[config.mk]
export PLATFORM = sky130hd
export DESIGN_NAME = monitor_alert_qualify_enable
export DESIGN_NICKNAME = d
export VERILOG_FILES = /design/src/rtl/alert_qual_pkg.sv /design/src/rtl/uv_qualifier.sv /design/src/rtl/monitor_alert_qualify_enable.sv
export SDC_FILE = /design/constraint.sdc
export NUM_CORES = 1
export LEC_CHECK = 0
export BUFFER_PORTS_ARGS = -buffer_cell sky130_fd_sc_hd__buf_2
export CORE_MARGIN = 10
export CORE_UTILIZATION = 58
export CTS_CLUSTER_SIZE = 12
export DETAILED_ROUTE_END_ITERATION = 8
export GPL_TIMING_DRIVEN = 0
export HOLD_SLACK_MARGIN = 0.06
export PLACE_DENSITY_LB_ADDON = 0.05
export SYNTH_ARGS = -nofsm -noshare
export SYNTH_HDL_FRONTEND = slang
export SYNTH_HIERARCHICAL = 1
export SYNTH_SLANG_ARGS = --single-unit
[constraint.sdc]
create_clock -name MCLK -period 3 [get_ports MCLK]
set_input_delay 0.75 -clock MCLK [delete_from_list [all_inputs] [get_ports MCLK]]
set_output_delay 0.75 -clock MCLK [all_outputs]
set_load 0.01 [all_outputs]
[src/rtl/alert_qual_pkg.sv]
package alert_qual_pkg;

  // Register offsets on the 24-bit register port
  localparam logic [7:0]  ADDR_UV_QUAL    = 8'h48;     // Undervoltage sample-count byte
  localparam logic [7:0]  ADDR_ALERT_EN   = 8'h49;     // Alert source enables (written copy)
  localparam logic [7:0]  ADDR_EN_ACTIVE  = 8'h4c;     // Enables currently in force
  localparam logic [7:0]  ADDR_IRQ_STATUS = 8'h4d;     // Sticky alert events, cleared by read
  localparam logic [7:0]  ADDR_IRQ_MASK   = 8'h4e;     // Interrupt mask, same layout

  // Values after reset
  localparam logic [7:0]  RST_UV_QUAL     = 8'h00;
  localparam logic [23:0] RST_ALERT_EN    = 24'h000000;
  localparam logic [23:0] RST_IRQ_MASK    = 24'h000000;

  // Field positions inside the enable register; channel 1 is the top bit of each nibble
  localparam int          POS_OVERCURRENT  = 20;
  localparam int          POS_UNDERCURRENT = 16;
  localparam int          POS_OVERVOLTAGE  = 12;
  localparam int          POS_UNDERVOLTAGE = 8;
  localparam int          POS_OVERPOWER    = 4;
  localparam int          POS_ACCUM_OVF    = 3;
  localparam int          POS_ACCUM_COUNT  = 2;
  localparam int          POS_CONV_DONE    = 1;

  // Bit 0 is unimplemented
  localparam logic [23:0] EN_IMPL_MASK    = 24'hfffffe;

  // Sample-count codes and the counts they stand for
  localparam logic [1:0]  QUAL_CODE_1     = 2'h0;
  localparam logic [1:0]  QUAL_CODE_4     = 2'h1;
  localparam logic [1:0]  QUAL_CODE_8     = 2'h2;
  localparam logic [1:0]  QUAL_CODE_16    = 2'h3;
  localparam logic [4:0]  QUAL_COUNT_1    = 5'h01;
  localparam logic [4:0]  QUAL_COUNT_4    = 5'h04;
  localparam logic [4:0]  QUAL_COUNT_8    = 5'h08;
  localparam logic [4:0]  QUAL_COUNT_16   = 5'h10;

  // Decode a two-bit sample-count code into a count
  function automatic logic [4:0] uv_threshold(input logic [1:0] code);
    logic [4:0] n;
    n = QUAL_COUNT_1;
    unique case (code)
      QUAL_CODE_1:  n = QUAL_COUNT_1;
      QUAL_CODE_4:  n = QUAL_COUNT_4;
      QUAL_CODE_8:  n = QUAL_COUNT_8;
      QUAL_CODE_16: n = QUAL_COUNT_16;
    endcase
    return n;
  endfunction

endpackage

[src/rtl/uv_qualifier.sv]
`timescale 1ns/10ps
`default_nettype none
module uv_qualifier
  import alert_qual_pkg::*;
(
  input  wire logic       clk,        // Block clock
  input  wire logic       srst,       // Synchronous reset, high
  input  wire logic       sample,     // One-cycle pulse per completed sample
  input  wire logic [3:0] below,      // Sample breaches the limit, bit 3 is channel 1
  input  wire logic [7:0] count_sel,  // Sample-count byte, channel 1 in the top pair
  output logic      [3:0] uv_alert    // Qualified undervoltage, level
);

  // All state of the qualifier
  typedef struct packed {
    logic [3:0][4:0] cnt;             // Consecutive breach counters
    logic [3:0]      alert;           // Qualified flags
  } qual_s;

  qual_s st_q;
  qual_s st_d;

  // Counters saturate at sixteen so a long breach never wraps back to zero
  always_comb
  begin
    st_d = st_q;
    for (int i = 0; i < 4; i++)
    begin
      if (sample && below[i])
      begin
        if (st_q.cnt[i] != QUAL_COUNT_16)
          st_d.cnt[i] = 5'(st_q.cnt[i] + 5'h01);
        st_d.alert[i] = (st_d.cnt[i] >= uv_threshold(count_sel[2*i +: 2])); // see R01
      end
      else if (sample)
      begin
        // A clean sample restarts the run and drops the alert
        st_d.cnt[i]   = 5'h00;
        st_d.alert[i] = 1'b0;
      end
    end
  end

  // State register
  always_ff @(posedge clk)
  begin
    if (srst)
      st_q <= '0;
    else
      st_q <= st_d;
  end

  assign uv_alert = st_q.alert;

  // A clean sample on channel 1 clears its counter and flag
  chk_uv_restart: assert property (@(posedge clk) disable iff (srst)
    sample && !below[3] |=> st_q.cnt[3] == 5'h00 && !uv_alert[3])
    else $error("counter not restarted by clean sample");

  // A rising flag needs at least the selected run of breaches
  chk_uv_threshold: assert property (@(posedge clk) disable iff (srst)
    $rose(uv_alert[3]) |-> st_q.cnt[3] >= uv_threshold($past(count_sel[7:6])))
    else $error("alert raised before run complete");

  // With code one count, a single breach raises the flag
  chk_uv_single: assert property (@(posedge clk) disable iff (srst)
    sample && below[0] && count_sel[1:0] == QUAL_CODE_1 |=> uv_alert[0])
    else $error("single-sample alert missing");

endmodule
`default_nettype wire

[src/rtl/monitor_alert_qualify_enable.sv]
// Notes on behaviour
// Code 00,01,10,11 selects 1,4,8,16 samples
// Channel 1 top pair, channel 4 bottom pair
// Undervoltage alert after selected consecutive breaches
// Software disables alerts before changing counts
// Enable bits write 1 enable, reset zero
// Overcurrent bits 23-20, undercurrent bits 19-16
// Overvoltage bits 15-12, undervoltage bits 11-8
// Overpower enables in bits 7-4
// Bit 3 enables accumulator overflow alert
// Bit 2 enables sample count full alert
// Bit 1 enables conversion complete alert
// Bit 0 ignores writes, reads zero
// Alert passes only while enabled
// New enables take effect at refresh
// Software disables alerts before changing limits
// Clean sample restarts the breach counter
`timescale 1ns/10ps
`default_nettype none
module monitor_alert_qualify_enable
  import alert_qual_pkg::*;
(
  input  wire logic        MCLK,           // 40 MHz block clock
  input  wire logic        SRST,           // Synchronous reset, high
  input  wire logic [7:0]  ADDR,           // Register address
  input  wire logic [23:0] WDATA,          // Write data
  input  wire logic        WR,             // Write strobe
  input  wire logic        RD,             // Read strobe
  output logic      [23:0] RDATA,          // Read data, valid the cycle after RD
  input  wire logic        SAMPLE_VALID,   // Conversion cycle complete, one-cycle pulse
  input  wire logic [3:0]  OC_HIT,         // Overcurrent per channel, bit 3 is channel 1
  input  wire logic [3:0]  UC_HIT,         // Undercurrent per channel
  input  wire logic [3:0]  OV_HIT,         // Overvoltage per channel
  input  wire logic [3:0]  UV_BREACH,      // Sample breaches undervoltage limit
  input  wire logic [3:0]  OP_HIT,         // Overpower per channel
  input  wire logic        EN_ACCUM_OVERFLOW_HIT,    // Accumulator fullness exceeded on some channel
  input  wire logic        EN_ACCUM_COUNT_FULL_HIT,  // Accumulation sample counter full
  input  wire logic        REFRESH,        // Refresh command executed, any variant
  output logic      [23:0] ALERT_SRC,      // Enabled alert sources for pin routing
  output logic             IRQ             // Level interrupt
);

  // All state of the block
  typedef struct packed {
    logic [7:0]  uv_cfg;                   // Sample-count byte
    logic [23:0] en_pend;                  // Enables as written
    logic [23:0] en_act;                   // Enables in force
    logic [23:0] alert;                    // Gated alert sources
    logic [23:0] status;                   // Sticky alert events
    logic [23:0] mask;                     // Interrupt mask
    logic [23:0] rdata;                    // Read data register
  } main_s;

  localparam main_s ST_RST = '{
    uv_cfg:  RST_UV_QUAL,
    en_pend: RST_ALERT_EN,
    en_act:  RST_ALERT_EN,
    alert:   24'h000000,
    status:  24'h000000,
    mask:    RST_IRQ_MASK,
    rdata:   24'h000000
  };

  main_s       st_q;                       // Registered state
  main_s       st_d;                       // Next state
  logic [3:0]  uv_lvl;                     // Qualified undervoltage per channel
  logic [23:0] raw;                        // Ungated sources captured at a sample
  logic [23:0] rise;                       // Alert bits that just came up

  // Undervoltage qualification runs per channel on the sample-count byte
  uv_qualifier u_uv_qual (
    .clk       (MCLK),
    .srst      (SRST),
    .sample    (SAMPLE_VALID),
    .below     (UV_BREACH),
    .count_sel (st_q.uv_cfg),
    .uv_alert  (uv_lvl)
  );

  // Place each raw source except undervoltage at its enable bit
  always_comb
  begin
    raw = 24'h000000;
    raw[POS_OVERCURRENT  +: 4] = OC_HIT;
    raw[POS_UNDERCURRENT +: 4] = UC_HIT;
    raw[POS_OVERVOLTAGE  +: 4] = OV_HIT;
    raw[POS_OVERPOWER    +: 4] = OP_HIT;
    raw[POS_ACCUM_OVF]         = EN_ACCUM_OVERFLOW_HIT;
    raw[POS_ACCUM_COUNT]       = EN_ACCUM_COUNT_FULL_HIT;
    raw[POS_CONV_DONE]         = 1'b1;
  end

  // Next-state logic for registers, alert gating and interrupt status
  always_comb
  begin
    st_d = st_q;

    // Register writes
    if (WR)
    begin
      unique case (ADDR)
        ADDR_UV_QUAL:
          st_d.uv_cfg = WDATA[7:0];
        ADDR_ALERT_EN:
          st_d.en_pend = WDATA & EN_IMPL_MASK;      // see R05
        ADDR_IRQ_MASK:
          st_d.mask = WDATA & EN_IMPL_MASK;
        default:
          // Read-only and unmapped addresses ignore writes
          st_d.en_pend = st_q.en_pend;
      endcase
    end

    // A refresh copies written enables into force; until then they wait
    if (REFRESH)
      st_d.en_act = st_q.en_pend;

    // Level sources hold between samples; conversion done is one cycle wide
    if (SAMPLE_VALID)
      st_d.alert = raw & st_q.en_act;
    else
      st_d.alert = st_q.alert & ~(24'h000001 << POS_CONV_DONE) & st_q.en_act;

    // Undervoltage follows its qualifier, one cycle behind the sample
    st_d.alert[POS_UNDERVOLTAGE +: 4] = uv_lvl & st_q.en_act[POS_UNDERVOLTAGE +: 4]; // see R03

    // Events are alert bits coming up in this cycle; kept in this process so no loop crosses processes
    rise = st_d.alert & ~st_q.alert;

    // Read data; unmapped addresses answer zero
    if (RD)
    begin
      unique case (ADDR)
        ADDR_UV_QUAL:    st_d.rdata = {16'h0000, st_q.uv_cfg};
        ADDR_ALERT_EN:   st_d.rdata = st_q.en_pend & EN_IMPL_MASK;
        ADDR_EN_ACTIVE:  st_d.rdata = st_q.en_act;
        ADDR_IRQ_STATUS: st_d.rdata = st_q.status;
        ADDR_IRQ_MASK:   st_d.rdata = st_q.mask;
        default:         st_d.rdata = 24'h000000;
      endcase
    end

    // Reading status clears it, but a new event in the same cycle survives
    if (RD && ADDR == ADDR_IRQ_STATUS)
      st_d.status = rise;
    else
      st_d.status = st_q.status | rise;
  end

  // State register
  always_ff @(posedge MCLK)
  begin
    if (SRST)
      st_q <= ST_RST;
    else
      st_q <= st_d;
  end

  // Outputs come straight from state
  assign RDATA     = st_q.rdata;
  assign ALERT_SRC = st_q.alert;
  assign IRQ       = |(st_q.status & st_q.mask);

  // Unimplemented bit reads zero whatever was written
  chk_bit0_zero: assert property (@(posedge MCLK) disable iff (SRST)
    RD && ADDR == ADDR_ALERT_EN |=> RDATA[0] == 1'b0)
    else $error("unimplemented enable bit read as one");

  // Enable write lands in the written copy only
  chk_enable_write: assert property (@(posedge MCLK) disable iff (SRST)
    WR && ADDR == ADDR_ALERT_EN |=> st_q.en_pend == ($past(WDATA) & EN_IMPL_MASK))
    else $error("enable write not stored");

  // Enables in force change only through a refresh
  chk_active_hold: assert property (@(posedge MCLK) disable iff (SRST)
    !REFRESH |=> $stable(st_q.en_act))
    else $error("active enables changed without refresh");

  // Refresh brings in the written copy
  chk_refresh_load: assert property (@(posedge MCLK) disable iff (SRST)
    REFRESH |=> st_q.en_act == $past(st_q.en_pend))
    else $error("refresh did not activate enables");

  // No alert stands without its enable
  chk_gate_enable: assert property (@(posedge MCLK) disable iff (SRST)
    ##1 (ALERT_SRC & ~$past(st_q.en_act)) == 24'h000000)
    else $error("alert passed while disabled");

  // Current alerts land at bits 23 to 16
  chk_current_field: assert property (@(posedge MCLK) disable iff (SRST)
    SAMPLE_VALID |=> ALERT_SRC[23:16] == ($past({OC_HIT, UC_HIT}) & $past(st_q.en_act[23:16])))
    else $error("current alert misplaced");

  // Overvoltage alerts land at bits 15 to 12
  chk_volt_field: assert property (@(posedge MCLK) disable iff (SRST)
    SAMPLE_VALID |=> ALERT_SRC[15:12] == ($past(OV_HIT) & $past(st_q.en_act[15:12])))
    else $error("overvoltage alert misplaced");

  // Overpower alerts land at bits 7 to 4
  chk_power_field: assert property (@(posedge MCLK) disable iff (SRST)
    SAMPLE_VALID |=> ALERT_SRC[7:4] == ($past(OP_HIT) & $past(st_q.en_act[7:4])))
    else $error("overpower alert misplaced");

  // Accumulator alerts land at bits 3 and 2
  chk_accum_bits: assert property (@(posedge MCLK) disable iff (SRST) // see R09
    SAMPLE_VALID |=> ALERT_SRC[3:2] == ($past({EN_ACCUM_OVERFLOW_HIT, EN_ACCUM_COUNT_FULL_HIT}) & $past(st_q.en_act[3:2])))
    else $error("accumulator alert misplaced");

  // Conversion done is a single-cycle alert following each sample
  chk_conv_done: assert property (@(posedge MCLK) disable iff (SRST)
    ##1 ALERT_SRC[1] == $past(SAMPLE_VALID && st_q.en_act[1]))
    else $error("conversion done alert wrong");

  // Qualified undervoltage reaches its bits when enabled
  chk_uv_route: assert property (@(posedge MCLK) disable iff (SRST)
    ##1 ALERT_SRC[11:8] == ($past(uv_lvl) & $past(st_q.en_act[11:8])))
    else $error("undervoltage alert not routed");

  // Sample-count byte takes the write
  chk_uv_cfg_write: assert property (@(posedge MCLK) disable iff (SRST)
    WR && ADDR == ADDR_UV_QUAL |=> st_q.uv_cfg == $past(WDATA[7:0]))
    else $error("sample-count byte not stored");

  // Reset clears both copies of the enables
  // Checked without the disable so the reset cycle itself is covered
  chk_reset_enables: assert property (@(posedge MCLK)
    SRST
    |=> st_q.en_pend == RST_ALERT_EN && st_q.en_act == RST_ALERT_EN)
    else $error("enables not cleared by reset");

  // Reset leaves no alert and no interrupt behind
  chk_reset_sources: assert property (@(posedge MCLK)
    SRST
    |=> ALERT_SRC == 24'h000000 && !IRQ)
    else $error("alert or interrupt survived reset");

  // Written enables change only through a write to their own address
  chk_pend_hold: assert property (@(posedge MCLK) disable iff (SRST)
    !(WR && ADDR == ADDR_ALERT_EN)
    |=> $stable(st_q.en_pend))
    else $error("written enables changed without write");

  // Bit 0 never holds a one in either copy
  // A stray one here would leak into the active set at the next refresh
  chk_bit0_store: assert property (@(posedge MCLK) disable iff (SRST)
    1'b1
    |-> !st_q.en_pend[0] && !st_q.en_act[0])
    else $error("unimplemented enable bit stored");

  // Reading the enable address returns the written copy
  chk_enable_read: assert property (@(posedge MCLK) disable iff (SRST)
    RD && ADDR == ADDR_ALERT_EN
    |=> RDATA == $past(st_q.en_pend))
    else $error("enable read returned wrong value");

  // Reading the active address returns the enables in force
  // Software uses it to see whether a refresh has happened yet
  chk_active_read: assert property (@(posedge MCLK) disable iff (SRST)
    RD && ADDR == ADDR_EN_ACTIVE
    |=> RDATA == $past(st_q.en_act))
    else $error("active enable read returned wrong value");

  // The active copy cannot be written directly
  chk_active_readonly: assert property (@(posedge MCLK) disable iff (SRST)
    WR && ADDR == ADDR_EN_ACTIVE && !REFRESH
    |=> $stable(st_q.en_act))
    else $error("active enables took a write");

  // Without a sample no level source may come up
  // Undervoltage is left out since its qualifier lags the sample by a cycle
  chk_level_hold: assert property (@(posedge MCLK) disable iff (SRST)
    !SAMPLE_VALID
    |=> (ALERT_SRC & ~$past(ALERT_SRC) & 24'hfff0fe) == 24'h000000)
    else $error("alert rose without a sample");

  // After a refresh only the newly activated set can pass
  // Two cycles: one to load the active copy, one to gate the sources
  chk_refresh_gate: assert property (@(posedge MCLK) disable iff (SRST)
    REFRESH
    |=> ##1 (ALERT_SRC & ~$past(st_q.en_pend, 2)) == 24'h000000)
    else $error("alert passed outside refreshed enables");

  // Sample-count byte reads back in the low byte, upper bits zero
  chk_uv_cfg_read: assert property (@(posedge MCLK) disable iff (SRST)
    RD && ADDR == ADDR_UV_QUAL
    |=> RDATA == {16'h0000, $past(st_q.uv_cfg)})
    else $error("sample-count byte read wrong");

  // Sample-count byte changes only by its own write
  // A silent change would alter the required run length behind software's back
  chk_uv_cfg_hold: assert property (@(posedge MCLK) disable iff (SRST)
    !(WR && ADDR == ADDR_UV_QUAL)
    |=> $stable(st_q.uv_cfg))
    else $error("sample-count byte changed without write");

  // Disabled undervoltage channels stay quiet whatever the qualifier says
  chk_uv_masked: assert property (@(posedge MCLK) disable iff (SRST)
    SAMPLE_VALID && st_q.en_act[11:8] == 4'h0 && !REFRESH
    |=> ##1 ALERT_SRC[11:8] == 4'h0)
    else $error("disabled undervoltage alert passed");

  // Every rising alert bit is recorded in status
  // Covers the clear-on-read cycle as well, where the new event must win
  chk_status_event: assert property (@(posedge MCLK) disable iff (SRST)
    ##1 (ALERT_SRC & ~$past(ALERT_SRC) & ~st_q.status) == 24'h000000)
    else $error("alert event missing from status");

  // Status bits stay set until status is read
  chk_status_sticky: assert property (@(posedge MCLK) disable iff (SRST)
    !(RD && ADDR == ADDR_IRQ_STATUS)
    |=> (~st_q.status & $past(st_q.status)) == 24'h000000)
    else $error("status bit lost without read");

  // A status read leaves only events of that same cycle
  // Older events are gone; software has just seen them in the read data
  chk_status_clear: assert property (@(posedge MCLK) disable iff (SRST)
    RD && ADDR == ADDR_IRQ_STATUS
    |=> st_q.status == (ALERT_SRC & ~$past(ALERT_SRC)))
    else $error("status not cleared by read");

  // Status read returns the events held before the clear
  chk_status_read: assert property (@(posedge MCLK) disable iff (SRST)
    RD && ADDR == ADDR_IRQ_STATUS
    |=> RDATA == $past(st_q.status))
    else $error("status read returned wrong value");

  // Mask write lands with bit 0 forced low
  // Keeps the mask layout identical to the enable layout
  chk_mask_write: assert property (@(posedge MCLK) disable iff (SRST)
    WR && ADDR == ADDR_IRQ_MASK
    |=> st_q.mask == ($past(WDATA) & EN_IMPL_MASK))
    else $error("mask write not stored");

  // An unmapped address reads zero
  // Software probing the map must not see stale data
  chk_unmapped_read: assert property (@(posedge MCLK) disable iff (SRST)
    RD && ADDR == 8'h50
    |=> RDATA == 24'h000000)
    else $error("unmapped read not zero");

endmodule
`default_nettype wire

== Word level (Yosys, flattened, before mapping) ==
Cells that the tools add are included.
Word-level totals
  bits of input ports: 60
  register bits: 173
  output and inout port bits: 49
  logic and storage cells: 97
Operators by class
  reductions and logical operators: 17
  $add $sub $neg: 4
  magnitude comparators: 4
  muxes and demuxes: 29
  equal/unequal tests: 21
  bitwise gates (word level): 7
Operators with widths (number)
  $pmux 24 s5: 1
  $and 24x24->24: 4
  $mux 5: 17
  $pmux 5 s4: 4
  $mux 24: 2
  $eq 8x7->1 const B: 5
  $not 24->24: 1
  $or 24x24->24: 1
  $reduce_or 24->1: 1
  $add 5x1->5 const B: 4
  $ge 5x5->1: 4
  $ne 5x5->1 const B: 4
  $eq 2x2->1 const B: 8
  $eq 2x1->1 const B: 4
  $logic_not 2->1: 4
  $reduce_bool 2->1: 4
  $reduce_and 2->1: 3
  $logic_and 1x1->1: 5
  $mux 1: 5
  $and 4x4->4: 1

== Longest topological paths before layout ==
  word-level depth: 5
  mapped depth: 8
  mapped depth without buffers: 8

== Cells and area by module ==
The synthesis kept the hierarchy.
By module, submodules not included
  monitor_alert_qualify_enable: seq. area each 2942.8 um2, cells an instance 688, area an instance 6399.9 um2, instances 1
  uv_qualifier: seq. area each 480.5 um2, cells an instance 227, area an instance 1956.9 um2, instances 1

== Worst setup path before layout ==
OpenSTA, ideal clock, no wires.
  kind: flip-flop to flip-flop
  start point: reg u_uv_qual/st_q[19] (netlist name)
  end point: reg u_uv_qual.st_q (netlist bit u_uv_qual/uv_alert[3])
  clock period less this slack: 2.270 ns
  path buffers: 0
  data arrival time: 2.145 ns
  stages on the path, launching flop included: 9
  setup time: 0.125 ns
  setup slack: 0.730 ns
  cells stage by stage: dfxtp_1 -> inv_1 -> ha_1 -> nor4bb_4 -> xnor2_1 -> ha_1 -> or4b_2 -> o211ai_1 -> a31oi_1
On the way
  longest elaborated chain between the ends: 5
  elaborated cells between the ends (all ways): 6
  those cells by class: 1 x add/sub; 1 x order compare; 1 x eq/ne; 3 x mux
Ends and longest elaborated chain
  start, declared: RTL line uv_qualifier.sv:20  | qual_s st_q;
  start signal, assigned: RTL line uv_qualifier.sv:50  | st_q <= st_d;
  $add 5x1->5 / $ne 5x5->1 (equally long branches): RTL line uv_qualifier.sv:32, uv_qualifier.sv:31
  $mux 5 (*): RTL line uv_qualifier.sv:31  | if (st_q.cnt[i] != QUAL_COUNT_16)
  $mux 5 (*): RTL line uv_qualifier.sv:29  | if (sample && below[i])
  $ge 5x5->1 (*): RTL line uv_qualifier.sv:33  | st_d.alert[i] = (st_d.cnt[i] >= uv_threshold(count_sel[2*i +: 2]));
  $mux 1 (*): RTL line uv_qualifier.sv:29
Mark *: on every way between the ends. The rest lies on a longest branch, timed or not. The select of a mux whose other input is x is not followed.
A chain may end at the register's enable or synchronous reset.

== Final worst setup path ==
  start point: in SRST
  end point: reg st_q[147] (netlist name)
RTL lines
  start, declared: RTL line monitor_alert_qualify_enable.sv:24  | input wire logic SRST,
  end signal, assigned: RTL line monitor_alert_qualify_enable.sv:156  | st_q <= st_d;
  end, declared: RTL line monitor_alert_qualify_enable.sv:64  | main_s st_q;
No word-level cell between the ends.

==> flow_results.org <==
** Min path
- The tightest min-delay check is of the flip-flop to flip-flop type.

** Global route
- Global routing used 23.4% of the available tracks.
- For this run the aggregate overflow at the end of global routing stands at 0.
- Entering global routing, the biggest net connects 17 pins.
- Via count of the first global-routing pass :: between 6,000 and 7,000
- The first global-routing pass estimated ~37,000 um of wire.
- Antenna violations before repair :: 0

** Finish
- Layout area overhead :: 16.1%
- Across the whole layout, storage elements account for approximately 3400 sq um.
- ANT cells :: 0
- The finished cells cover between 9000 and 10,000 sq um.
- Area used by multi-input combinational logic :: ~4200 sq um
- For this run, the share of the core covered by cells in the final layout is 69.3%.
- # nets final :: between 1,000 and 1,500
- Of the cells placed in the final design, the portion with a size suffix greater than 1 is between 20 and 25%.
- Cell Count, Final, Fillers Out :: 1,231
- Fill cell instance count of the final layout :: 1,160

** Power
- Combinational Power Share :: ~6.5%
- Power density relative to cell area :: around 500 nW/um^2
- Part of the power in the clock network :: between 40% and 50%
- Net switching power :: 1.19 mW
- Register share of total power :: 47.2%
- For this design the static power due to leakage is 3.91 nW.
- Across the VDD grid, the largest voltage drop is 0.383 mV.
- Power Internal :: ~3.7 mW
- Fraction of power spent switching nets :: 24.6%

** Logic synthesis
- The biggest area contributor in the post-synthesis netlist is sky130_fd_sc_hd__dfxtp_1.
- The Yosys step of the flow raised 6 warnings.
- When the netlist entered floorplanning its net count stood at about 1,000.
- Synthesis-stage register bit count :: 171
- The most used flip-flop cell after synthesis is sky130_fd_sc_hd__dfxtp_1.
- Synthesis produced a netlist whose cell count is approximately 920.
- A synthesized cell averages between 9 and 10 sq um.
- The most common cell in the synthesized netlist is sky130_fd_sc_hd__dfxtp_1.
- Portion of the post-synthesis area used by sequential elements :: between 40% and 50%
- Synthesized cell area :: 8360 sq um
- Number of flops mapped to enable cells by yosys :: 0
- Proportion of synthesized flip-flops having asynchronous set or reset :: 0%
- The commonest cells after synthesis are 171 x sky130_fd_sc_hd__dfxtp_1, 123 x sky130_fd_sc_hd__nand2_1, 84 x sky130_fd_sc_hd__mux2i_1.
- Post-synthesis cell type count :: 52
- Summed over its instances, the top area cell type makes up 41.0% of the synthesized netlist area.
- Dominant cells by area after synthesis :: sky130_fd_sc_hd__dfxtp_1 41%, sky130_fd_sc_hd__mux2i_1 10%, sky130_fd_sc_hd__nand2_1 5.5%, sky130_fd_sc_hd__buf_4 5.0%, sky130_fd_sc_hd__a21oi_1 4.1%

** Placement
- Port bufs :: 104
- Instance count after placement with tap cells included :: 1,199
- After detailed placement, the total cell area comes to a little over 9000 sq um.
- Final weighted congestion of routability-driven global placement :: roughly 0.93
- Half-perimeter wire length after placement :: around 17,000 um

** Detailed routing
- Avg WL per Cell :: ~19 um
- Via density per instance :: 5.77
- The first detailed-routing pass ran for 5 iterations.
- DRC :: 0
- Detailed-route wire length :: 23,800 um
- Routed vias :: just over 7,000
- Starting DRC count in detailed routing :: ~670
- In this run the remaining antenna-violating nets after routing total 0.

** Critical path
- STA puts the critical path data required time at ~3300 ps.
- Worst Setup Start Kind :: input pin
- Of all nets on the critical path, the largest fanout is 10.
- The worst setup path is of the input pin to flip-flop kind.
- Crit. End Element :: flip-flop
- Data arrives at the worst endpoint at ~3000 ps.

** Flow run
- Maxcap violations :: 0

** Timing
- Final hold analysis gives a worst-case slack of around 450 ps.
- The count of pins over their slew limit was 0.
- Clock skew on the completed layout was measured at ~5.8 ps.
- The routed design could run at a clock period as short as around 2700 ps.
- The final count of hold timing violations was 0.
- Setup repair after global routing missed its margin :: no
- The final critical path takes up 90.3% of the cycle.
- In this run the tightest slew margin relative to its limit is a little under two fifths.
- Transition time of the tightest slew-check pin :: 938 ps
- Timing would allow up to 369 MHz.
- Count of endpoints failing setup in the final report :: 0

** Clock network
- The number of clock buffers added by TritonCTS is 17.
- Clock-pin slew reported for the worst setup and hold paths after clock tree synthesis :: ~70 ps
- Clock tree sinks :: about 170
- In this run, post-CTS hold repair placed 0 buffers.
- Source-to-sink clock delay at the later pin of the worst-skew pair :: approximately 430 ps
- Post-CTS Resized :: 0
- The clock passes through at most 2 buffers.
- The tree is rooted in a sky130_fd_sc_hd__clkbuf_16.
- Level count of the clock H-tree :: 4
- Buffers added to address setup during post-CTS repair amount to 0.
- TritonCTS built the clock tree.

** Floorplanning
- Total Die Area :: about 20,000 sq um
- Die Y :: 140 um
- 109 I/O pins were placed.
- The floorplan step defined a core boundary enclosing about 14,000 sq um.
- Width of the die :: ~140 um
- Count of standard-cell rows :: 43
- Initial core utilization :: 59.7%

** Status
- Outcome :: finished clean
## power groups by stage
stage | Sequential (mW) | Combinational, mW | Clock (mW)
floorplan | 2.34 | 0.180 | 0
global placement | 2.35 | 0.309 | 0
detailed placement | 2.35 | 0.311 | 0
CTS | 2.29 | 0.313 | 2.26
global route | 2.29 | 0.339 | 2.34
finish | 2.29 | 0.317 | 2.25
## sequential cells by signal, summed over array words and instances (netlist names)
signal and count:
u_uv_qual/st_q 20, st_q 100, ALERT_SRC 23, RDATA 24, u_uv_qual/uv_alert 4
## metrics by stage
stage | power, mW | setup WS, ps | TNS, ps
2_1_floorplan | 2.52 | 730 | 0
6_report | 4.86 | 290 | 0
3_3_place_gp | 2.65 | -84.7 | -1070
5_1_grt | 4.98 | 145 | 0
3_5_place_dp | 2.66 | -102 | -1330
4_1_cts | 4.87 | 345 | 0
## layer usage
| metal | global-route usage [%] | share of wire, % |
|---|---|---|
| met1 | 29.4 | 44 |
| met2 | 38.5 | 46 |
| met3 | 6.02 | 7.8 |
| met4 | 7.01 | 2.2 |
| met5 | 0 | 0 |
## placed cells by master (no fill, tap or decap), types with 5 or more instances in the layout
cell type	count
sky130_fd_sc_hd__xnor2_1	16
sky130_fd_sc_hd__inv_1	21
sky130_fd_sc_hd__nor3b_1	18
sky130_fd_sc_hd__nand4b_1	10
sky130_fd_sc_hd__o31ai_1	5
sky130_fd_sc_hd__a22oi_1	19
sky130_fd_sc_hd__clkbuf_1	26
sky130_fd_sc_hd__buf_1	7
sky130_fd_sc_hd__dfxtp_1	171
sky130_fd_sc_hd__mux2i_1	84
sky130_fd_sc_hd__a21oi_1	69
sky130_fd_sc_hd__nor2_1	59
sky130_fd_sc_hd__buf_2	119
sky130_fd_sc_hd__mux2_2	7
sky130_fd_sc_hd__nor2b_1	6
sky130_fd_sc_hd__nand3_1	22
sky130_fd_sc_hd__ha_1	24
sky130_fd_sc_hd__or3_1	5
sky130_fd_sc_hd__o211ai_1	8
sky130_fd_sc_hd__a22o_1	29
sky130_fd_sc_hd__nand2_1	123
sky130_fd_sc_hd__buf_4	56
sky130_fd_sc_hd__o22ai_1	16
sky130_fd_sc_hd__a211oi_1	7
sky130_fd_sc_hd__nand4_1	12
sky130_fd_sc_hd__clkbuf_16	17
sky130_fd_sc_hd__nand2b_1	18
## kinds of logic after synthesis
| family | count (synthesis) | share of synthesized area (%) |
|---|---|---|
| flops | 171 | 41.0 |
| simple gates | 304 | 19.3 |
| other cells | 1 | 0.0449 |
| fa+ha+maj | 24 | 3.59 |
| compound gates | 180 | 14.6 |
| buf+inv | 128 | 8.76 |
| xor+xnor | 16 | 1.68 |
| mux | 91 | 11.0 |
## worst max-delay path, stage by stage
cell                       delay (ps)
sky130_fd_sc_hd__buf_2            160
sky130_fd_sc_hd__clkbuf_1         360
sky130_fd_sc_hd__clkbuf_1         450
sky130_fd_sc_hd__clkbuf_1         560
sky130_fd_sc_hd__buf_1            600
sky130_fd_sc_hd__nor2_1           120
## path summary, 6_finish.rpt
check | slack [ps] | to | startpoint | cells past startpoint
worst min-delay path | 450 | st_q[59]$_SDFF_PP0_ | ALERT_SRC[11]$_SDFF_PP0_ | 1
worst max-delay path | 290 | st_q[147]$_SDFFE_PP0P_ | SRST | 6
worst min register to register | 450 | st_q[59]$_SDFF_PP0_ | ALERT_SRC[11]$_SDFF_PP0_ | 1
worst max register to register | 530 | u_uv_qual/uv_alert[1]$_SDFFE_PP0P_ | u_uv_qual/st_q[9]$_SDFFE_PP0P_ | 8
## area by class of cell
type,instances,share of cell area (%)
multi-input cells,616,43.3
plain buffers,107,6.73
clock buffers,18,4.53
clock inverters,14,1.64
well taps,180,2.32
inverters,21,0.813
repair buffers,104,5.37
flip-flops and latches,171,35.3
(Power assumes the default switching activity.)
